$ cat src/dmab_consts.svh
// Purpose: Shared constants of the multiply and add block
// Assumes: Included by its bare name from the design files
// Notes:   Offsets do not exist here; the block has no register bus
`ifndef DMAB_CONSTS_SVH
`define DMAB_CONSTS_SVH
`define DMAB_LANE_W       18
`define DMAB_LANES        8
`define DMAB_MULTS        4
`define DMAB_ACC_W        52
`define DMAB_GROUPS       4
`define DMAB_GRP_SAMPLE   0
`define DMAB_GRP_COEF     1
`define DMAB_GRP_CTRL     2
`define DMAB_GRP_OUT      3
`define DMAB_OPSIZE_DEF   18
`define DMAB_RST_LANE     18'h00000
`endif

$ cat src/dmab_pkg.sv
// Purpose: Types of the multiply and add block
// Assumes: Nothing beyond the constants header
// Notes:   Mode is fixed at elaboration
package dmab_pkg;
	typedef enum {
		dmab_mode_simple,
		dmab_mode_mac,
		dmab_mode_two_add,
		dmab_mode_four_add
	} dmab_mode_type;
endpackage

$ cat src/dmab_mult18.sv
// Purpose: One 18x18 multiplier that also yields two 9x9 half products
// Assumes: Sign flags apply to the top bit of each operand or half
// Notes:   All results are true signed values, so unsigned data stays positive
`include "dmab_consts.svh"
module dmab_mult18
	import dmab_pkg::*;
(
	input  wire logic [`DMAB_LANE_W-1:0] a_in,
	input  wire logic [`DMAB_LANE_W-1:0] b_in,
	input  wire logic                    a_sgn_in,
	input  wire logic                    b_sgn_in,
	output logic signed [37:0]           full_out,
	output logic signed [19:0]           lo_out,
	output logic signed [19:0]           hi_out
);
	logic signed [18:0] a_x;
	logic signed [18:0] b_x;
	logic signed [9:0]  a_l;
	logic signed [9:0]  a_h;
	logic signed [9:0]  b_l;
	logic signed [9:0]  b_h;

	assign a_x      = {a_sgn_in & a_in[17], a_in};
	assign b_x      = {b_sgn_in & b_in[17], b_in};
	assign a_l      = {a_sgn_in & a_in[8], a_in[8:0]};
	assign a_h      = {a_sgn_in & a_in[17], a_in[17:9]};
	assign b_l      = {b_sgn_in & b_in[8], b_in[8:0]};
	assign b_h      = {b_sgn_in & b_in[17], b_in[17:9]};
	assign full_out = a_x * b_x;
	assign lo_out   = a_l * b_l;
	assign hi_out   = a_h * b_h;
endmodule

$ cat src/dmab_block.sv
// Purpose: Four-multiplier multiply and add block with input shift chains
// Assumes: All inputs synchronous to ref_clk_in; control lines are sampled levels
// Notes:   Control clock lines act as update strobes on their rising level change
`include "dmab_consts.svh"
// How it works
// - Sample chain and coefficient chain feed FIR
// - Four-tap 18-bit FIR inside one block
// - Simple mode: eight, four or one product
// - Two 52-bit accumulators, not at 36x36
// - Two-product sums: four or two
// - Four-product sums: two or one
// - Counts hold signed or unsigned operands
// - Chains cascade to block below via last taps
// - Shift chain routed out of block
// - Eight 18-bit input and output units
// - Twenty-one-line control bus from fabric
// - Eight operand inputs, eight product lanes
// - Select high adds, low subtracts
// - Synchronous load replaces accumulated total
// - Registered unheld overflow flag in accumulate
// - One mode per block instance
module dmab_block
	import dmab_pkg::*;
#(
	parameter dmab_mode_type MODE    = dmab_mode_simple,
	parameter int            OP_SIZE = `DMAB_OPSIZE_DEF
)(
	input  wire logic                                 ref_clk_in,
	input  wire logic                                 rst_n_in,
	input  wire logic [`DMAB_MULTS*`DMAB_LANE_W-1:0]  operand_a_in,
	input  wire logic [`DMAB_MULTS*`DMAB_LANE_W-1:0]  operand_b_in,
	input  wire logic [`DMAB_GROUPS-1:0]              ctrl_clk_in,
	input  wire logic [`DMAB_GROUPS-1:0]              ctrl_aclr_in,
	input  wire logic [`DMAB_GROUPS-1:0]              ctrl_ena_in,
	input  wire logic                                 sign_a_in,
	input  wire logic                                 sign_b_in,
	input  wire logic                                 upper_add_sub_sel_in,
	input  wire logic                                 lower_add_sub_sel_in,
	input  wire logic [1:0]                           acc_sload_in,
	input  wire logic                                 shift_a_en_in,
	input  wire logic                                 chain_from_above_in,
	input  wire logic                                 coef_serial_in,
	input  wire logic [`DMAB_LANE_W-1:0]              shift_a_in,
	input  wire logic [`DMAB_LANE_W-1:0]              shift_b_in,
	output logic      [`DMAB_LANES*`DMAB_LANE_W-1:0]  product_out,
	output logic      [1:0]                           overflow_out,
	output logic      [`DMAB_LANE_W-1:0]              shift_a_out,
	output logic      [`DMAB_LANE_W-1:0]              shift_b_out
);
	localparam int  LW   = `DMAB_LANE_W;
	localparam bit  WIDE = (OP_SIZE == 36);
	localparam bit  OP9  = (OP_SIZE == 9);
	localparam bit  IS_MAC = (MODE == dmab_mode_mac);

	// no accumulate or adders at 36x36
	generate
		if (OP_SIZE != 9 && OP_SIZE != 18 && OP_SIZE != 36) begin : g_bad_size
			$error("operand size must be 9, 18 or 36");
		end
		if (WIDE && MODE != dmab_mode_simple) begin : g_bad_wide
			$error("36x36 operands only in simple multiply mode");
		end
	endgenerate

	logic [`DMAB_GROUPS-1:0] clk_line_q;
	logic [`DMAB_GROUPS-1:0] step;
	logic [`DMAB_GROUPS-1:0] clr;
	logic [LW-1:0]           a_q [`DMAB_MULTS];
	logic [LW-1:0]           b_q [`DMAB_MULTS];
	logic [LW-1:0]           a_d [`DMAB_MULTS];
	logic [LW-1:0]           b_d [`DMAB_MULTS];
	logic                    sign_a_q;
	logic                    sign_b_q;
	logic [1:0]              add_q;
	logic [1:0]              sload_q;
	logic [143:0]            result_q;
	logic [143:0]            result_d;
	logic [1:0]              ovf_q;
	logic [1:0]              ovf_d;
	logic [LW-1:0]           m_a [`DMAB_MULTS];
	logic [LW-1:0]           m_b [`DMAB_MULTS];
	logic                    m_as [`DMAB_MULTS];
	logic                    m_bs [`DMAB_MULTS];
	logic signed [37:0]      pf [`DMAB_MULTS];
	logic signed [19:0]      pl [`DMAB_MULTS];
	logic signed [19:0]      ph [`DMAB_MULTS];
	logic                    a_shift;
	logic                    b_shift;

	// clock lines strobe, enables qualify, clears act per group
	assign step = ctrl_clk_in & ~clk_line_q & ctrl_ena_in;
	assign clr  = ctrl_aclr_in;

	// 36x36 has no input shift chain, so both chains load in parallel
	assign a_shift = shift_a_en_in & ~WIDE;
	assign b_shift = coef_serial_in & ~WIDE;

	// sample chain shifts or loads parallel, coefficients load serial or parallel
	// first tap may take the chain of the block above
	generate
		for (genvar i = 0; i < `DMAB_MULTS; i++) begin : g_chain
			if (i == 0) begin : g_first
				assign a_d[i] = a_shift ? (chain_from_above_in ? shift_a_in
				                          : operand_a_in[LW-1:0]) : operand_a_in[LW-1:0];
				assign b_d[i] = b_shift ? shift_b_in : operand_b_in[LW-1:0];
			end else begin : g_next
				assign a_d[i] = a_shift ? a_q[i-1] : operand_a_in[i*LW +: LW];
				assign b_d[i] = b_shift ? b_q[i-1] : operand_b_in[i*LW +: LW];
			end
			// 36x36 splits operands over the four multipliers
			assign m_a[i]  = WIDE ? a_q[i%2] : a_q[i];
			assign m_b[i]  = WIDE ? b_q[i/2] : b_q[i];
			// sign applies to upper halves only when combined
			assign m_as[i] = sign_a_q & (~WIDE | (i%2 == 1));
			assign m_bs[i] = sign_b_q & (~WIDE | (i >= 2));
			dmab_mult18 u_mult (
				.a_in     (m_a[i]),
				.b_in     (m_b[i]),
				.a_sgn_in (m_as[i]),
				.b_sgn_in (m_bs[i]),
				.full_out (pf[i]),
				.lo_out   (pl[i]),
				.hi_out   (ph[i])
			);
		end
	endgenerate

	logic signed [73:0]  wide_sum;
	logic signed [38:0]  s18 [2];
	logic signed [39:0]  four18;
	logic signed [20:0]  s9 [4];
	logic signed [21:0]  four9 [2];
	logic [143:0]        lanes9;
	logic [143:0]        lanes18;
	logic [143:0]        simple_w;
	logic [143:0]        two_w;
	logic [143:0]        four_w;
	logic [143:0]        mac_w;
	logic [51:0]         acc_q [2];
	logic [51:0]         acc_d [2];
	logic [51:0]         term [2];
	logic [52:0]         sum53 [2];
	logic                acc_sgn;

	// partial products shifted and summed into one 72-bit product
	assign wide_sum = {{36{pf[0][37]}}, pf[0]}
	                + ({{36{pf[1][37]}}, pf[1]} <<< 18)
	                + ({{36{pf[2][37]}}, pf[2]} <<< 18)
	                + ({{36{pf[3][37]}}, pf[3]} <<< 36);
	assign acc_sgn  = sign_a_q | sign_b_q;
	assign acc_q[0] = result_q[51:0];
	assign acc_q[1] = result_q[123:72];

	generate
		for (genvar k = 0; k < 2; k++) begin : g_pair
			assign s18[k] = add_q[k] ? {pf[2*k][37], pf[2*k]} + {pf[2*k+1][37], pf[2*k+1]}
			                         : {pf[2*k][37], pf[2*k]} - {pf[2*k+1][37], pf[2*k+1]};
			assign s9[2*k]   = add_q[k] ? {pl[2*k][19], pl[2*k]} + {pl[2*k+1][19], pl[2*k+1]}
			                            : {pl[2*k][19], pl[2*k]} - {pl[2*k+1][19], pl[2*k+1]};
			assign s9[2*k+1] = add_q[k] ? {ph[2*k][19], ph[2*k]} + {ph[2*k+1][19], ph[2*k+1]}
			                            : {ph[2*k][19], ph[2*k]} - {ph[2*k+1][19], ph[2*k+1]};
			// second level sums the two first-level results
			assign four9[k] = {s9[k][20], s9[k]} + {s9[2+k][20], s9[2+k]};
			// second and fourth multipliers feed the accumulators
			assign term[k]  = OP9 ? {{32{pl[2*k+1][19]}}, pl[2*k+1]}
			                      : {{14{pf[2*k+1][37]}}, pf[2*k+1]};
			// add or subtract decides accumulation direction
			assign sum53[k] = add_q[k] ? {acc_sgn & acc_q[k][51], acc_q[k]} + {term[k][51], term[k]}
			                           : {acc_sgn & acc_q[k][51], acc_q[k]} - {term[k][51], term[k]};
			assign acc_d[k] = sload_q[k] ? term[k] : sum53[k][51:0];
			// signed sign mismatch, unsigned carry or borrow
			assign ovf_d[k] = IS_MAC & ~sload_q[k] &
			                  (acc_sgn ? (sum53[k][52] ^ sum53[k][51]) : sum53[k][52]);
		end
		for (genvar i = 0; i < `DMAB_MULTS; i++) begin : g_lane
			// product lanes in order of the logic rows
			assign lanes9[i*36 +: 36]  = {ph[i][17:0], pl[i][17:0]};
			assign lanes18[i*36 +: 36] = pf[i][35:0];
		end
	endgenerate

	assign four18   = {s18[0][38], s18[0]} + {s18[1][38], s18[1]};
	assign simple_w = WIDE ? {72'h0, wide_sum[71:0]} : (OP9 ? lanes9 : lanes18);
	// four or two sums of two products
	assign two_w    = OP9 ? {{15{s9[3][20]}}, s9[3], {15{s9[2][20]}}, s9[2],
	                         {15{s9[1][20]}}, s9[1], {15{s9[0][20]}}, s9[0]}
	                      : {{33{s18[1][38]}}, s18[1], {33{s18[0][38]}}, s18[0]};
	// two or one sum of four products
	assign four_w   = OP9 ? {{50{four9[1][21]}}, four9[1], {50{four9[0][21]}}, four9[0]}
	                      : {72'h0, {32{four18[39]}}, four18};
	assign mac_w    = {20'h0, acc_d[1], 20'h0, acc_d[0]};
	// one mode selects the whole output word
	assign result_d = (MODE == dmab_mode_mac)      ? mac_w :
	                  (MODE == dmab_mode_two_add)  ? two_w :
	                  (MODE == dmab_mode_four_add) ? four_w : simple_w;

	always_ff @(posedge ref_clk_in) begin
		if (!rst_n_in) begin
			clk_line_q <= '0;
		end else begin
			clk_line_q <= ctrl_clk_in;
		end
	end

	// four input taps held inside the block
	always_ff @(posedge ref_clk_in) begin
		for (int i = 0; i < `DMAB_MULTS; i++) begin
			if (!rst_n_in || clr[`DMAB_GRP_SAMPLE]) begin
				a_q[i] <= `DMAB_RST_LANE;
			end else if (step[`DMAB_GRP_SAMPLE]) begin
				a_q[i] <= a_d[i];
			end
			if (!rst_n_in || clr[`DMAB_GRP_COEF]) begin
				b_q[i] <= `DMAB_RST_LANE;
			end else if (step[`DMAB_GRP_COEF]) begin
				b_q[i] <= b_d[i];
			end
		end
	end

	// Control selects registered once to line up with the operand stage
	always_ff @(posedge ref_clk_in) begin
		if (!rst_n_in || clr[`DMAB_GRP_CTRL]) begin
			sign_a_q <= 1'b0;
			sign_b_q <= 1'b0;
			add_q    <= 2'h3;
			sload_q  <= 2'h0;
		end else if (step[`DMAB_GRP_CTRL]) begin
			sign_a_q <= sign_a_in;
			sign_b_q <= sign_b_in;
			add_q    <= {lower_add_sub_sel_in, upper_add_sub_sel_in};
			sload_q  <= acc_sload_in;
		end
	end

	// Accumulators live in the output register, so it is never bypassed
	always_ff @(posedge ref_clk_in) begin
		if (!rst_n_in || clr[`DMAB_GRP_OUT]) begin
			result_q <= '0;
			ovf_q    <= 2'h0;
		end else if (step[`DMAB_GRP_OUT]) begin
			result_q <= result_d;
			ovf_q    <= ovf_d;
		end
	end

	// eight 18-bit output units from one register
	assign product_out  = result_q;
	// flag follows each update, not held
	assign overflow_out = ovf_q;
	// last taps leave the block for cascading
	assign shift_a_out  = a_q[`DMAB_MULTS-1];
	assign shift_b_out  = b_q[`DMAB_MULTS-1];
endmodule

$ cat config.mk
export PLATFORM = sky130hd
export DESIGN_NAME = dmab_block
export DESIGN_NICKNAME = d
export VERILOG_FILES = /design/src/dmab_pkg.sv /design/src/dmab_mult18.sv /design/src/dmab_block.sv
export VERILOG_INCLUDE_DIRS = /design/src /design/src/src
export SDC_FILE = /design/constraint.sdc
export NUM_CORES = 2
export LEC_CHECK = 0
export BUFFER_PORTS_ARGS = -buffer_cell sky130_fd_sc_hd__clkbuf_2
export CORE_UTILIZATION = 35
export CTS_CLUSTER_SIZE = 8
export DETAILED_ROUTE_END_ITERATION = 7
export GPL_TIMING_DRIVEN = 1
export SLEW_MARGIN = 10
export SYNTH_ARGS = -nofsm -noshare
export SYNTH_HDL_FRONTEND = slang
export SYNTH_SLANG_ARGS = --single-unit
$ cat constraint.sdc
create_clock -name ref_clk_in -period 8.4 [get_ports ref_clk_in]
set_input_delay 0.84 -clock ref_clk_in [delete_from_list [all_inputs] [get_ports ref_clk_in]]
set_output_delay 0.84 -clock ref_clk_in [all_outputs]
set_load 0.02 [all_outputs]
After elaboration in Yosys (flattened, before gate mapping):

Memory sizes are Yosys's and may differ from the RTL's.
Cells that the tools add are included.

* $mul: 4
* muxes and demuxes: 27
* bitwise operators: 19
* reduce and logical (&&, ||, !) cells: 5

Operator list (number)
* 18-bit 2-to-1 mux: 17
* 19-bit by 19-bit multiplier with 36-bit output: 4
* 1-bit 2-to-1 mux: 10
* 1-bit AND: 8
* 4-bit AND: 2
* 1-bit bitwise OR: 8
* 1-bit logical OR: 4
* 4-bit NOT: 1
* 1-bit logical NOT: 1

* flip-flop bits (word level): 150
* RAM bits: 144
* logic and storage cells: 61
* memories: 2

Memories
* a_q: depth 4, width 18, rd ports 4, clocked after Yosys merged registers in 0, write ports 4, RTL line dmab_block.sv:68 `` logic [LW-1:0] a_q [`DMAB_MULTS]; ``
* b_q: depth 4, width 18, rd ports 4, clocked after Yosys merged registers in 0, write ports 4, RTL line dmab_block.sv:69 `` logic [LW-1:0] b_q [`DMAB_MULTS]; ``

Longest topological paths before layout:

* word-level depth: 7
* depth in mapped cells: 28

Hierarchy:

A second synthesis with hierarchy kept.

* cell total of the unflattened synthesis: 9331
* area, all modules: 88307.2 µm²

Modules (own cells, without submodules)
* dmab_mult18 at g_chain[1].u_mult ...: times used 2, cells each 2031, area each 18527.8 µm²
* dmab_mult18 at g_chain[0].u_mult: times used 1, cells each 2031, area each 18546.5 µm²
* dmab_mult18 at g_chain[3].u_mult: times used 1, cells each 2015, area each 18397.6 µm²
* dmab_block: times used 1, cells each 1223, area each 14307.5 µm²

Worst setup path after synthesis:

OpenSTA, ideal clock, no wires.

* path kind: register to register
* from: memory a_q[3][17] in the netlist's numbering
* to: register result_q[143], in the netlist product_out[143]
* setup time: 0.117 ns
* arrival time: 6.935 ns
* data required time: 8.283 ns
* path slack: 1.348 ns
* stages on the path, launching flop included: 24
* buffers on the path: 1
* period minus slack after synthesis: 7.052 ns
* cell sequence: edfxtp_1 -> and2_0 -> clkbuf_1 -> nand2_1 -> fa_1 -> fa_1 -> inv_1 -> fa_1 -> fa_1 -> fa_1 -> inv_1 -> fa_1 -> inv_1 -> ha_1 -> ha_1 -> nand3_1 -> nor3_1 -> or4b_1 -> a21oi_1 -> o221ai_1 -> a21oi_1 -> a31oi_1 -> xnor2_1 -> a22o_1

RTL lines
* start: declaration: RTL line dmab_block.sv:68
* end signal: assignment: RTL line dmab_block.sv:242 `result_q <= result_d;`
* end: declaration: RTL line dmab_block.sv:76 `logic [143:0] result_q;`

==> results summary <==
Overall power consumption after layout is estimated at 6.18 mW. For this design, the sink count on the clock tree is 294. The per-instance average area after synthesis came out at between 9 and 10 µm². The static leakage power is 35.7 nW. The share of the Yosys chip area taken by registers is 0.115. By startpoint and endpoint, the worst setup path is classified as register to register. STA classifies the critical path startpoint as a register.

Between clock sinks in the finished design, the worst skew comes to around 0.032 ns. The final net count is just over 9000. The library cells used most frequently in the layout, excluding fill and tap cells, are 1521 x sky130_fd_sc_hd__inv_1, 1420 x sky130_fd_sc_hd__fa_1, 1037 x sky130_fd_sc_hd__nand2_1. The die covers 184000 µm². The setup check on the worst reg-to-reg path leaves a slack of 0.65 ns. The type of element capturing the critical path is a register.

The maximum vdd ir drop came out at 0.000130 V. The max-slew violation count is 0. After clock tree synthesis, the clock-pin slew on the worst setup and hold paths is 0.06 ns.

The layer flagged by global routing as most heavily used is met2. The number of setup violations in the final report is 0. The number of global-route vias before repair is 50600.

The routability congestion estimate from global placement came out at 0.980. The routing usage on met2 is 0.389. The first global-routing pass estimated 309 mm of wire. The prevailing post-synth register cell is sky130_fd_sc_hd__dfxtp_1. The wire length after detailed routing is 198 mm. The leading cell type in the layout, fill and taps excluded is sky130_fd_sc_hd__inv_1. The worst hold path class is input pin to register.

The total of hold buffers inserted after clock tree synthesis is 0. The largest net degree at the start of global routing came out at 114. Including well taps, the total number of placed cells is 9404. The synthesized netlist contains 71 unique library cells. For this run, design rule violations remaining after detail routing come to 0.

The final instance area is about 70000 µm². In this run the power density over the cells is 88.6 nW/µm². The synthesized netlist occupies a cell area of 63600 µm².

The final cell count without fillers is roughly 9500. The violation count after the first detailed-route iteration came out at roughly 2900. Pin placement for this block handled 385 I/O pins. In the final layout, the multi-input gates occupy just under 50000 µm². The detailed-route via count came out at 46600.

The worst endpoint required time is slightly below 9 ns. The time the final worst path needs with I/O delays and setup came out at 7.75 ns. The initial cell density of the core came out at 0.352. The fraction of registers with async set or reset after synthesis came out at 0. The share of the clock period used by the worst path is 0.922. The worst-case clock buffer depth is 3. The total placed instance area came out at 68300 µm². The number of I/O port buffers came out at 378. The sequential cell area in the final layout is 7330 µm².

The synthesis-stage register bit count is 294. The total core area came out at 181000 µm². The number of vias per cell after detailed routing came out at 4.91. The number of enable-type register cells in the synthesized netlist is 144. The global routing usage on met3 is 0.0272. The x dimension of the die came out at between 400 and 500 µm. The cell count after synthesis is 6869. Setup repair after global routing left no endpoint under its margin.

At the worst endpoint, the arrival time is 8.23 ns. The root cell of the clock tree is sky130_fd_sc_hd__clkbuf_16. The number of detailed-route iterations in the first pass is 6. The final number of hold-violating endpoints is 0. The final antenna-violating net count is 0. Across the run, the number of max-cap violations was 0. The number of fill cells is 18200. In this run the vertical extent of the chip is 428 µm.

The overall track demand over capacity in global routing is 0.222. The number of gates given a new drive strength after cts is 0. The total number of placement rows is 156. The number of setup buffers added after CTS is 0. The number of antenna violations at the first check in global routing is 14. In the final layout, the share of cells above drive strength 1 is 0.0898. Adding up every negative setup slack in the final design gives 0 ns.

The transition time at the pin with the least slew margin came out at 1.15 ns. The HPWL after detailed placement came out at 163 mm. TritonCTS built the clock tree.

The H-tree was split into 2 levels. The area added between synthesis and finish came out at 9.63%. The critical-path maximum fanout is 20. The flow ran to the end, and the final reports show no timing, DRC or antenna violations. In the final routed layout, each cell accounts on average for 20.8 µm. At the later pin of the worst-skew pair, clock insertion delay measures 0.64 ns. In the global route stage, met1 resource usage came out at 0.275.

Timing would allow up to ~130 MHz. The total overflow reported by the global router is 0. The Yosys warning count is 0. Buffers inserted during clock tree synthesis total 45. The relative max-transition margin is 0.232.
## sequential cells by signal, indices dropped and copies added (netlist names)
| register | cells |
|---|---|
| a_q | 72 |
| clk_line_q | 4 |
| b_q | 72 |
| sign_b_q | 1 |
| product_out | 144 |
| sign_a_q | 1 |
## cell type report
class,instances,area share
multi-input cells,4686,0.706
diodes,5,0.000179
flip-flops and latches,294,0.105
well taps,2370,0.0425
clock inverters,5,0.00109
clock buffers,75,0.0189
repair buffers,533,0.0443
inverters,1521,0.0818
## synthesized netlist by cell type, types with 10 or more instances
cell	count	area share
sky130_fd_sc_hd__and3_1	29	0.0029
sky130_fd_sc_hd__edfxtp_1	144	0.068
sky130_fd_sc_hd__a21oi_1	189	0.015
sky130_fd_sc_hd__nor2_1	251	0.015
sky130_fd_sc_hd__dfxtp_1	150	0.047
sky130_fd_sc_hd__or2_2	24	0.0024
sky130_fd_sc_hd__nand2_1	1039	0.061
sky130_fd_sc_hd__nand3_1	26	0.0020
sky130_fd_sc_hd__a21o_1	48	0.0057
sky130_fd_sc_hd__xor2_1	53	0.0073
sky130_fd_sc_hd__inv_1	1521	0.090
sky130_fd_sc_hd__o211ai_1	10	0.0012
sky130_fd_sc_hd__buf_1	21	0.0012
sky130_fd_sc_hd__o21bai_1	10	0.0012
sky130_fd_sc_hd__mux2i_1	130	0.020
sky130_fd_sc_hd__nand2b_1	14	0.0014
sky130_fd_sc_hd__a211oi_1	33	0.0039
sky130_fd_sc_hd__xnor2_1	111	0.015
sky130_fd_sc_hd__nor3_1	14	0.0011
sky130_fd_sc_hd__clkbuf_1	344	0.020
sky130_fd_sc_hd__o21ai_0	92	0.0072
sky130_fd_sc_hd__and2_1	605	0.059
sky130_fd_sc_hd__fa_1	1420	0.45
sky130_fd_sc_hd__ha_1	432	0.085
sky130_fd_sc_hd__nor2b_1	10	0.00098
sky130_fd_sc_hd__a31oi_1	15	0.0015
sky130_fd_sc_hd__nand4_1	11	0.0011
sky130_fd_sc_hd__o21a_1	19	0.0022
## kinds of logic (layout without fill, tap and decap cells)
kind of cell | count (synthesis) | in the layout | synth area share
xor+xnor | 164 | 164 | 0.0226
other cells | 1 | 7 | 0.0000589
flops | 294 | 294 | 0.115
mux | 130 | 130 | 0.0205
buf+inv | 1890 | 2134 | 0.112
compound gates | 482 | 482 | 0.0472
simple gates | 2056 | 2056 | 0.151
fa+ha+maj | 1852 | 1852 | 0.532
## routing by layer
metal | part of all wire | routed length [µm] | up-vias
li1 | - | - | 20700
met1 | 0.39 | 77600 | 24200
met2 | 0.51 | 100000 | 1381
met3 | 0.054 | 10700 | 318
met4 | 0.047 | 9280 | 2
met5 | 0.000066 | 13 | -
## power by group
part	switching [mW]	internal [mW]
sequential	0.191	1.57
combinational	1.58	0.976
clock	0.764	1.10
total	2.54	3.64
## critical path: stages, from the launching register on
cell and delay, ns:
sky130_fd_sc_hd__edfxtp_1 1.11, sky130_fd_sc_hd__nand2_1 0.17, sky130_fd_sc_hd__fa_1 0.57, sky130_fd_sc_hd__inv_1 0.06
sky130_fd_sc_hd__fa_1 0.52, sky130_fd_sc_hd__inv_1 0.06, sky130_fd_sc_hd__fa_1 0.53, sky130_fd_sc_hd__inv_1 0.06
sky130_fd_sc_hd__fa_1 0.46, sky130_fd_sc_hd__fa_1 0.40, sky130_fd_sc_hd__fa_1 0.52, sky130_fd_sc_hd__inv_1 0.05
sky130_fd_sc_hd__fa_1 0.50, sky130_fd_sc_hd__inv_1 0.04, sky130_fd_sc_hd__ha_1 0.32, sky130_fd_sc_hd__or2_2 0.34
sky130_fd_sc_hd__a21oi_1 0.28, sky130_fd_sc_hd__nor3b_1 0.10, sky130_fd_sc_hd__a211oi_2 0.46, sky130_fd_sc_hd__a21o_1 0.26
sky130_fd_sc_hd__o41ai_2 0.10, sky130_fd_sc_hd__xnor2_1 0.53, sky130_fd_sc_hd__o21ai_0 0.15
## through the flow
stage / hold WS, ns / setup slack [ns] / util
after floorplan: 0.523 / 1.35 / -
after global placement: 0.440 / 0.743 / 0.378
after detailed placement: 0.444 / 0.715 / 0.378
after CTS: 0.384 / 0.662 / 0.386
after global routing: 0.420 / 0.289 / 0.386
final: 0.430 / 0.652 / 0.386
## final timing paths
kind                                        end                     startpoint  cells after the start
setup / recovery   product_out[68]$_SDFFE_PP0P_        a_q[1][6]$_SDFFCE_PN0P_                     22
hold / removal         clk_line_q[0]$_SDFF_PN0_                 ctrl_clk_in[0]                      2
setup reg to reg   product_out[68]$_SDFFE_PP0P_        a_q[1][6]$_SDFFCE_PN0P_                     22
hold reg to reg   product_out[130]$_SDFFE_PP0P_  product_out[130]$_SDFFE_PP0P_                      2
Note: power is estimated with default switching activity, not from simulation.
